File: config.mk
export PLATFORM = sky130hd
export DESIGN_NAME = trb_bank
export DESIGN_NICKNAME = d
export VERILOG_FILES = /design/src/rtl/trb_timer8.v /design/src/rtl/trb_bank.v
export VERILOG_INCLUDE_DIRS = /design/src /design/src/rtl
export SDC_FILE = /design/constraint.sdc
export NUM_CORES = 1
export LEC_CHECK = 0
export BUFFER_PORTS_ARGS = -buffer_cell sky130_fd_sc_hd__buf_2
export CORE_ASPECT_RATIO = 1.1
export CORE_MARGIN = 4
export CORE_UTILIZATION = 30
export DETAILED_ROUTE_END_ITERATION = 12
export HOLD_SLACK_MARGIN = 0.06
export PLACE_DENSITY = 0.51
export RECOVER_POWER = 100
export SLEW_MARGIN = 10
export SYNTH_ARGS = -nofsm -noshare
export SYNTH_HDL_FRONTEND = slang
export SYNTH_SLANG_ARGS = --single-unit
File: constraint.sdc
create_clock -name clock_i -period 2.15 [get_ports clock_i]
set_clock_uncertainty 0.1 [all_clocks]
set_input_delay 0.43 -clock clock_i [delete_from_list [all_inputs] [get_ports clock_i]]
set_output_delay 0.43 -clock clock_i [all_outputs]
set_load 0.01 [all_outputs]
File: src/rtl/trb_consts.vh
// Constants for the timer register bank
`ifndef TRB_CONSTS_VH
`define TRB_CONSTS_VH
`define TRB_BANK_D 4'hd
`define TRB_GEN_LO 8'h04
`define TRB_CTL_LO 8'hf0
`define TRB_OFF_CTLA 4'h0
`define TRB_OFF_CTLB 4'h1
`define TRB_OFF_CTLC 4'h2
`define TRB_OFF_CTLD 4'h3
`define TRB_OFF_RL8L 4'h4
`define TRB_OFF_RL8H 4'h5
`define TRB_OFF_H16L 4'h6
`define TRB_OFF_H16H 4'h7
`define TRB_OFF_C16L 4'h8
`define TRB_OFF_C16H 4'h9
`define TRB_OFF_C8L 4'ha
`define TRB_OFF_C8H 4'hb
`define TRB_CTLA_EN 7
`define TRB_CTLA_MODE 6
`define TRB_CTLA_TOUT 5
`define TRB_CTLA_MASK 1
`define TRB_CTLA_PSEL 0
`define TRB_RST_CTLA 8'h00
`define TRB_RST_CTLB 8'h00
`define TRB_RST_CTLC 8'h00
`define TRB_RST_CTLD 8'h1f
`define TRB_RST_DATA 8'h00
`define TRB_KEEP_CTLA 8'h3e
`define TRB_KEEP_CTLB 8'h30
`define TRB_KEEP_CTLC 8'h3c
`define TRB_KEEP_CTLD 8'h00
`endif

File: src/rtl/trb_timer8.v
// Eight-bit down counter with reload and single-pass modes
`timescale 1ns/1ps
`include "trb_consts.vh"
module trb_timer8 (
  input wire clock_i, // Core clock
  input wire reset_n_i, // Async reset, active low
  input wire start_i, // Start pulse from enable write
  input wire tick_i, // Synchronised count tick
  input wire single_i, // 1 single-pass, 0 modulo-N
  input wire [7:0] low_i, // Count loaded when output low
  input wire [7:0] high_i, // Count loaded when output high
  output reg run_o, // Counting
  output reg out_o, // Timer output level
  output reg tc_o // Terminal count pulse
);
  reg [7:0] count_reg;

  // Count down on ticks, toggle at terminal count, reload unless single-pass
  always @(posedge clock_i or negedge reset_n_i) begin
    if (!reset_n_i) begin
      count_reg <= 8'h00;
      run_o <= 1'b0;
      out_o <= 1'b0;
      tc_o <= 1'b0;
    end else begin
      tc_o <= 1'b0;
      if (start_i) begin
        run_o <= 1'b1;
        out_o <= 1'b0;
        count_reg <= low_i;
      end else if (run_o && tick_i) begin
        if (count_reg == 8'h00) begin
          tc_o <= 1'b1;
          out_o <= ~out_o;
          if (single_i) begin
            run_o <= 1'b0;
          end else begin
            count_reg <= out_o ? low_i : high_i;
          end
        end else begin
          count_reg <= count_reg - 8'h01;
        end
      end
    end
  end
endmodule // trb_timer8

File: src/rtl/trb_bank.v
// Register bank for the counter/timers in expanded bank D
`timescale 1ns/1ps
`include "trb_consts.vh"
module trb_bank (
  input wire clock_i, // Core clock
  input wire reset_n_i, // Power-on reset, active low
  input wire recover_i, // Stop-mode recovery pulse, core domain
  input wire [7:0] register_pointer_i, // Register pointer value
  input wire [7:0] addr_i, // Register address from core
  input wire wr_i, // Write strobe
  input wire rd_i, // Read strobe
  input wire [7:0] wdata_i, // Write data
  input wire timer_clk_i, // Timer count input pin
  input wire meas_i, // Measured input pin
  input wire cap16_i, // Capture strobe for 16-bit value
  input wire [15:0] cap16_val_i, // 16-bit value to capture
  input wire port_out_i, // Ordinary port output level
  output reg [7:0] rdata_o, // Read data
  output reg hit_o, // Address falls in timer bank
  output reg timer_output_pin_o, // Pin level
  output reg irq_o // Timeout interrupt request pulse
);
  reg [7:0] ctla_reg;
  reg [7:0] ctlb_reg;
  reg [7:0] ctlc_reg;
  reg [7:0] ctld_reg;
  reg [7:0] rl8l_reg;
  reg [7:0] rl8h_reg;
  reg [7:0] h16l_reg;
  reg [7:0] h16h_reg;
  reg [7:0] c16l_reg;
  reg [7:0] c16h_reg;
  reg [7:0] c8l_reg;
  reg [7:0] c8h_reg;
  reg [7:0] cnt8_reg;
  reg tclk_s1_reg;
  reg tclk_s2_reg;
  reg tclk_s3_reg;
  reg meas_s1_reg;
  reg meas_s2_reg;
  reg meas_s3_reg;
  wire tick;
  wire start;
  wire run;
  wire tout;
  wire tc;
  wire sel;
  wire [3:0] off;

  // Bank hit: working-register access with pointer selecting bank D
  function is_bank;
    input [7:0] rp;
    input [7:0] a;
    begin
      is_bank = (rp[3:0] == `TRB_BANK_D) && (a[7:4] == rp[7:4]) &&
        (a < `TRB_CTL_LO);
    end
  endfunction

  assign sel = is_bank(register_pointer_i, addr_i);
  assign off = addr_i[3:0];
  assign tick = tclk_s2_reg & ~tclk_s3_reg;
  assign start = wr_i && sel && (off == `TRB_OFF_CTLA) &&
    wdata_i[`TRB_CTLA_EN];

  // Pin synchronisers, first stage read only by second
  always @(posedge clock_i or negedge reset_n_i) begin
    if (!reset_n_i) begin
      tclk_s1_reg <= 1'b0;
      tclk_s2_reg <= 1'b0;
      tclk_s3_reg <= 1'b0;
      meas_s1_reg <= 1'b0;
      meas_s2_reg <= 1'b0;
      meas_s3_reg <= 1'b0;
    end else begin
      tclk_s1_reg <= timer_clk_i;
      tclk_s2_reg <= tclk_s1_reg;
      tclk_s3_reg <= tclk_s2_reg;
      meas_s1_reg <= meas_i;
      meas_s2_reg <= meas_s1_reg;
      meas_s3_reg <= meas_s2_reg;
    end
  end

  trb_timer8 u_timer8 (
    .clock_i(clock_i),
    .reset_n_i(reset_n_i),
    .start_i(start),
    .tick_i(tick),
    .single_i(ctla_reg[`TRB_CTLA_MODE]),
    .low_i(rl8l_reg),
    .high_i(rl8h_reg),
    .run_o(run),
    .out_o(tout),
    .tc_o(tc)
  );

  // Control registers; recovery keeps only the listed bits
  always @(posedge clock_i or negedge reset_n_i) begin
    if (!reset_n_i) begin
      ctla_reg <= `TRB_RST_CTLA;
      ctlb_reg <= `TRB_RST_CTLB;
      ctlc_reg <= `TRB_RST_CTLC;
      ctld_reg <= `TRB_RST_CTLD;
    end else if (recover_i) begin
      ctla_reg <= (ctla_reg & `TRB_KEEP_CTLA) |
        (`TRB_RST_CTLA & ~`TRB_KEEP_CTLA);
      ctlb_reg <= (ctlb_reg & `TRB_KEEP_CTLB) |
        (`TRB_RST_CTLB & ~`TRB_KEEP_CTLB);
      ctlc_reg <= (ctlc_reg & `TRB_KEEP_CTLC) |
        (`TRB_RST_CTLC & ~`TRB_KEEP_CTLC);
      ctld_reg <= `TRB_RST_CTLD;
    end else begin
      if (wr_i && sel && off == `TRB_OFF_CTLA) begin
        ctla_reg[4:0] <= wdata_i[4:0];
        ctla_reg[`TRB_CTLA_MODE] <= wdata_i[`TRB_CTLA_MODE];
      end
      ctla_reg[`TRB_CTLA_EN] <= run;
      // Set wins over a write-one clear in the same cycle
      if (tc) begin
        ctla_reg[`TRB_CTLA_TOUT] <= 1'b1;
      end else if (wr_i && sel && off == `TRB_OFF_CTLA &&
          wdata_i[`TRB_CTLA_TOUT]) begin
        ctla_reg[`TRB_CTLA_TOUT] <= 1'b0;
      end
      if (wr_i && sel && off == `TRB_OFF_CTLB) begin
        ctlb_reg <= wdata_i;
      end
      if (wr_i && sel && off == `TRB_OFF_CTLC) begin
        ctlc_reg <= wdata_i;
      end
      if (wr_i && sel && off == `TRB_OFF_CTLD) begin
        ctld_reg <= wdata_i;
      end
    end
  end

  // Hold and reload registers, untouched by recovery
  always @(posedge clock_i or negedge reset_n_i) begin
    if (!reset_n_i) begin
      rl8l_reg <= `TRB_RST_DATA;
      rl8h_reg <= `TRB_RST_DATA;
      h16l_reg <= `TRB_RST_DATA;
      h16h_reg <= `TRB_RST_DATA;
    end else if (wr_i && sel) begin
      case (off)
        `TRB_OFF_RL8L: rl8l_reg <= wdata_i;
        `TRB_OFF_RL8H: rl8h_reg <= wdata_i;
        `TRB_OFF_H16L: h16l_reg <= wdata_i;
        `TRB_OFF_H16H: h16h_reg <= wdata_i;
        default: rl8l_reg <= rl8l_reg;
      endcase
    end
  end

  // Captures: software writes ignored, recovery keeps them
  always @(posedge clock_i or negedge reset_n_i) begin
    if (!reset_n_i) begin
      c16l_reg <= `TRB_RST_DATA;
      c16h_reg <= `TRB_RST_DATA;
      c8l_reg <= `TRB_RST_DATA;
      c8h_reg <= `TRB_RST_DATA;
      cnt8_reg <= 8'h00;
    end else begin
      if (cap16_i) begin
        c16h_reg <= cap16_val_i[15:8];
        c16l_reg <= cap16_val_i[7:0];
      end
      if (meas_s2_reg != meas_s3_reg) begin
        cnt8_reg <= 8'h00;
        if (meas_s3_reg) begin
          c8h_reg <= cnt8_reg;
        end else begin
          c8l_reg <= cnt8_reg;
        end
      end else if (tick && cnt8_reg != 8'hff) begin
        cnt8_reg <= cnt8_reg + 8'h01;
      end
    end
  end

  // Read mux, pin select and interrupt
  always @(posedge clock_i or negedge reset_n_i) begin
    if (!reset_n_i) begin
      rdata_o <= 8'h00;
      hit_o <= 1'b0;
      timer_output_pin_o <= 1'b0;
      irq_o <= 1'b0;
    end else begin
      hit_o <= sel && (rd_i || wr_i);
      irq_o <= tc && ctla_reg[`TRB_CTLA_MASK];
      timer_output_pin_o <= ctla_reg[`TRB_CTLA_PSEL] ? tout :
        port_out_i;
      if (rd_i && sel) begin
        case (off)
          `TRB_OFF_CTLA: rdata_o <= ctla_reg;
          `TRB_OFF_CTLB: rdata_o <= ctlb_reg;
          `TRB_OFF_CTLC: rdata_o <= ctlc_reg;
          `TRB_OFF_CTLD: rdata_o <= ctld_reg;
          `TRB_OFF_RL8L: rdata_o <= rl8l_reg;
          `TRB_OFF_RL8H: rdata_o <= rl8h_reg;
          `TRB_OFF_H16L: rdata_o <= h16l_reg;
          `TRB_OFF_H16H: rdata_o <= h16h_reg;
          `TRB_OFF_C16L: rdata_o <= c16l_reg;
          `TRB_OFF_C16H: rdata_o <= c16h_reg;
          `TRB_OFF_C8L: rdata_o <= c8l_reg;
          `TRB_OFF_C8H: rdata_o <= c8h_reg;
          default: rdata_o <= 8'h00;
        endcase
      end
    end
  end
endmodule // trb_bank

# Word-level counts from Yosys, hierarchy flattened
# Index checks and enable logic that the tools add are counted.
# op_classes
n_addsub	2
order_cmp	1
n_eq_ne	16
muxes	30
bitwise_logic	5
reduce_logical	39
# op_table
operator	count
8-bit 2-to-1 mux	14
8-bit one-hot mux with 12 select lines	1
2-bit AND reduction	12
4-bit equality test, second input constant	5
2-bit nonzero test	9
4-bit by 3-bit equality test with 1-bit output, second input constant	4
1-bit logical AND	14
1-bit 2-to-1 mux	14
8-bit by 1-bit adder with 8-bit output, second input constant	1
4-bit by 2-bit equality test with 1-bit output, second input constant	2
8-bit zero test	1
8-bit < comparator, second input constant	1
8-bit != test, second input constant	1
8-bit by 1-bit subtractor with 8-bit output, second input constant	1
5-bit 2-to-1 mux	1
4-bit by 1-bit equality test with 1-bit output, second input constant	1
4-bit equality test	1
4-bit zero test	1
1-bit NOT	4
3-bit != test, second input constant	1
3-bit AND reduction	1
1-bit AND	1
1-bit logical OR	1
1-bit != test	1
# totals
regBits	132
in_bits	49
out_inout_bits	11
wordCells	125

# Longest topological paths before layout
# logic_depth
ltp_word	9
ltp_mapped	8
depth_no_buf	7

# Cells and area by module
# A second synthesis with hierarchy kept.
# unflattened
cells_unflattened	585
hier_area_um2	6707.7
# modules_own_cells
mod	instances	cells_per_inst	area_each_um2	seq_area_each_um2
trb_bank	1	484	5834.3	3034.2
trb_timer8	1	101	873.3	275.3

# Least setup slack after synthesis
# Ideal clock, no wire load.
# synth_path
path_kind	input-to-reg
start	in register_pointer_i[1]
end	reg ctla_reg[1]
setup_time_ns	0.125
arrival_ns	1.888
required_time_ns	1.925
setup_slack_ns	0.037
path_stages	5
path_buffers	0
path_cell_list	nand4b_4 > nor4_4 > nand3_2 > or3_4 > mux2_4
# synth_via
elab_chain_cells	6
# synth_rtl
element	line_no	text
start: declaration	trb_bank.v:8	input wire [7:0] register_pointer_i,
4-bit equality test (no line)	n/a	
1-bit logical AND (2 in series)	trb_bank.v:55	is_bank = (rp[3:0] == `TRB_BANK_D) && (a[7:4] == rp[7:4]) &&
1-bit logical AND	trb_bank.v:114	if (wr_i && sel && off == `TRB_OFF_CTLA) begin
1-bit logical AND (no line)	n/a	
2-bit AND reduction (no line)	n/a	
end signal: assignment	trb_bank.v:115	ctla_reg[4:0] <= wdata_i[4:0];
end signal: indexed assignment	trb_bank.v:116	ctla_reg[`TRB_CTLA_MODE] <= wdata_i[`TRB_CTLA_MODE];
end signal: indexed assignment	trb_bank.v:118	ctla_reg[`TRB_CTLA_EN] <= run;
end: declaration	trb_bank.v:23	reg [7:0] ctla_reg;
# Every way passes these cells.
# A chain may end at the register's enable or synchronous reset.

# Worst setup path after layout
# layout_path
start	in addr_i[0]
end	reg h16l_reg[5]
# layout_via
elab_chain_cells	4
elab_cells_between_ends	5
classes_between	1 x order compare; 1 x eq/ne; 3 x reduce/logical
# layout_rtl
element	line_no	text
start: declaration	trb_bank.v:9	input wire [7:0] addr_i,
8-bit < comparator (no line)	n/a	
1-bit logical AND	trb_bank.v:55	
1-bit logical AND	trb_bank.v:145	end else if (wr_i && sel) begin
2-bit AND reduction (no line) (*)	n/a	
end signal: assignment	trb_bank.v:143	h16l_reg <= `TRB_RST_DATA;
end signal: assignment	trb_bank.v:149	`TRB_OFF_H16L: h16l_reg <= wdata_i;
end: declaration	trb_bank.v:29	reg [7:0] h16l_reg;
# Every way passes the cells marked *; elsewhere a longest branch is shown, timed or not.

==> summary.txt <==
Clock network
  – Num CTS Buffers: 17
  – Clock-pin slew of the registers on the worst-case setup and hold paths: 0.06 ns
  – Clk sinks: 132
  – Clk Latency, worst-skew pair: 0.42 ns
  – CTS tree: yes
  – H-tree Lvls: 4
  – Post-CTS Setup Inserts: 0
  – Clock buffer depth: 2
  – Root Driver: clkbuf_16

STA
  – Post-layout min period: 2.10 ns
  – Hold Slack: 0.135 ns
  – Final hold viol count: 0
  – Final TNS setup: 0 ns
  – Fmax: 476 MHz
  – Slew headroom: 0.214
  – RSZ-0062 raised after global routing: yes
  – Final setup fails: 0
  – Slew @ Worst Pin: 1.18 ns
  – Max-slew violation count: 0
  – Final Cycle Share: 0.977

Yosys
  – Flops & latches, synth: 132
  – Post-synth top cells: dfrtp_1 (127), mux2_2 (77), nor2_1 (37)
  – Top_reg_cell synth: dfrtp_1
  – Count leader, synth: dfrtp_1
  – Post-synth top area share: 0.472
  – Syn Nets: 643
  – Synth top area cells: dfrtp_1 (47%), mux2_2 (13%), mux2i_1 (5.2%)
  – Cell area after synthesis: 0.00673 sq mm
  – Syn avg cell area: 11.4 sq um
  – Part of the Yosys area used for sequential elements: 0.492
  – Post-synth EDFFs: 0
  – Largest area contributor in the netlist: dfrtp_1
  – Asr flop ratio synth: 1.00
  – Gate Count Post-Synth: 589
  – Unique masters post-synth: 69
  – Ys Warns: 0

Cells and area
  – Fin util: 0.377
  – Final antenna diode count: 0
  – FILL cells: 2,190
  – Fin nets: 757
  – Final std cells w/o fill: 1,011
  – Synth-to-Final Area Change: 23.9%
  – Layout cells sized above 1: 0.348

Power and ir drop
  – Leak: 3.92 nW
  – Final Total Pwr: 6.59 mW
  – P per Cell Area: 790 mW/mm^2
  – Worst IR Drop VDD: 0.000549 V

Critical path
  – Worst path max stage delay: 0.43 ns
  – WP buf/inv: 3
  – CP max-delay cell: nor4bb_1
  – Critical-path maximum fanout: 27
  – CP Capture Type: flip-flop
  – Most used cell, CP: clkbuf_2
  – Crit path launch type: primary input
  – Crit Path Class: in -> reg
  – CP cell instances: clkbuf_2 > clkbuf_4 > nor4bb_1 > and3_1 > clkbuf_2 > mux2_2
  – WP data required: 2.35 ns
  – Reg2Reg Setup Slack: 0.07 ns
  – Cell family with most CP delay: buffers and inverters
  – WP data arrival: 2.30 ns

Global route
  – Global-route wire length before repair: 30,600 microns
  – Largest net degree at the start of global routing: 47
  – GRT overflow: 0
  – Total track usage: 0.162
  – Initial antenna violation count: 0
  – Vias in the first global route: 5,195

Placement
  – Input/output buffers: 59
  – DP HPWL: 14,700 microns
  – Gpl congestion: 0.887
  – Inst Count DP: 976

Detailed routing
  – # DRC: 0
  – Initial DRC count: 335
  – Routed WL per cell: 19.3 microns
  – Final WL: 19,500 microns
  – DR pass1 iterations: 5
  – Detailed-route vias per instance: 5.06
  – Routed Antenna Nets: 0
  – Via count: 5,117

Die
  – Starting Density: 0.304
  – # IOs: 60
  – Die area: 0.0249 sq mm
  – Row cnt: 57
  – Die Ht: 165 microns
  – DIE WIDTH: 151 microns
  – Core area: 0.0221 sq mm

Run
  – MaxCap Viol Count: 0

Status
  – Status: finished clean

Worst hold path
  – Min-Delay Path Class: in -> reg
-- path summary, 6_finish.rpt --
check,from,to,depth (start not counted)
hold reg to reg,tclk_s1_reg,tclk_s2_reg,0
hold / removal,cap16_val_i[15],c16h_reg[7],2
max in group asynchronous,reset_n_i,ctlb_reg[5],3
min in group asynchronous,reset_n_i,c16h_reg[6],2
setup reg to reg,u_timer8.count_reg[1],u_timer8.count_reg[2],8
setup / recovery,addr_i[0],h16l_reg[5],6
-- cells by family after synthesis --
kind of cell / Yosys count / share of synthesized area
buf+inv: 56 / 0.0337
simple gates: 162 / 0.139
compound gates: 99 / 0.107
flops: 132 / 0.492
xor+xnor: 13 / 0.0169
fa+ha+maj: 5 / 0.00930
mux: 122 / 0.202
-- layout make-up --
type / count / area, sq um / share of cell area
clock inverter: 14 / 154 / 0.0185
tap: 295 / 369 / 0.0443
timing repair buffer: 135 / 810 / 0.0971
sequential: 132 / 3310 / 0.397
clock buffer: 18 / 439 / 0.0527
inverter: 16 / 60.1 / 0.00721
multi-input combinational: 401 / 3190 / 0.383
-- layer usage --
| layer | wire [microns] | track usage | up-vias |
|---|---|---|---|
| li1 | - | - | 2397 |
| met1 | 8930 | 0.217 | 2579 |
| met2 | 9410 | 0.261 | 113 |
| met3 | 792 | 0.0328 | 28 |
| met4 | 409 | 0.0561 | 0 |
| met5 | 0 | 0 | - |
-- report_power, final --
group          total (mW)  internal, mW  switching (mW)  leakage (nW)
registers            2.76          2.62           0.141          1.73
clock network        2.90          1.75            1.15         0.283
logic               0.929         0.434           0.495          1.90
-- cells in the final DEF (no fill, tap or decap), drive strengths merged, types with 6 or more instances in the layout --
| master | n |
|---|---|
| nand4 | 10 |
| clkbuf | 51 |
| clkinv | 6 |
| xor2 | 6 |
| xnor2 | 7 |
| a21oi | 16 |
| a32oi | 6 |
| dfrtp | 127 |
| buf | 99 |
| nor2 | 40 |
| and2 | 12 |
| nor2b | 12 |
| nor3 | 10 |
| and3 | 8 |
| a221oi | 7 |
| nand2 | 22 |
| nand3 | 13 |
| a22oi | 6 |
| mux2 | 87 |
| inv | 19 |
| mux2i | 35 |
| o21ai | 20 |
-- stage by stage --
step                      worst slack (ns)  cell area (sq um)
after floorplan                     0.0372               6730
after global placement              -0.217               7840
after detailed placement            -0.194               7840
after CTS                           0.0151               8470
after global routing               -0.0813               8330
final                               0.0492               8330
-- timing repair --
action | CTS | global route
endpoints found under the setup margin | 7 | 7
resized for setup | 4 | 10
hold endpoints to repair | 75 | 0
pin swaps | 1 | 5
hold buffers | 3 | 0
-- worst reg2reg max path, delay by kind of cell (launching register included) --
kind	cells	cell delay, ns
AOI/OAI and AO/OA	1	0.12
adders and majority gates	1	0.14
buffers and inverters	2	0.26
DFF	1	0.39
muxes	2	0.28
and+or+nand+nor	2	0.71
No activity file was read; power rests on OpenSTA's default activity.
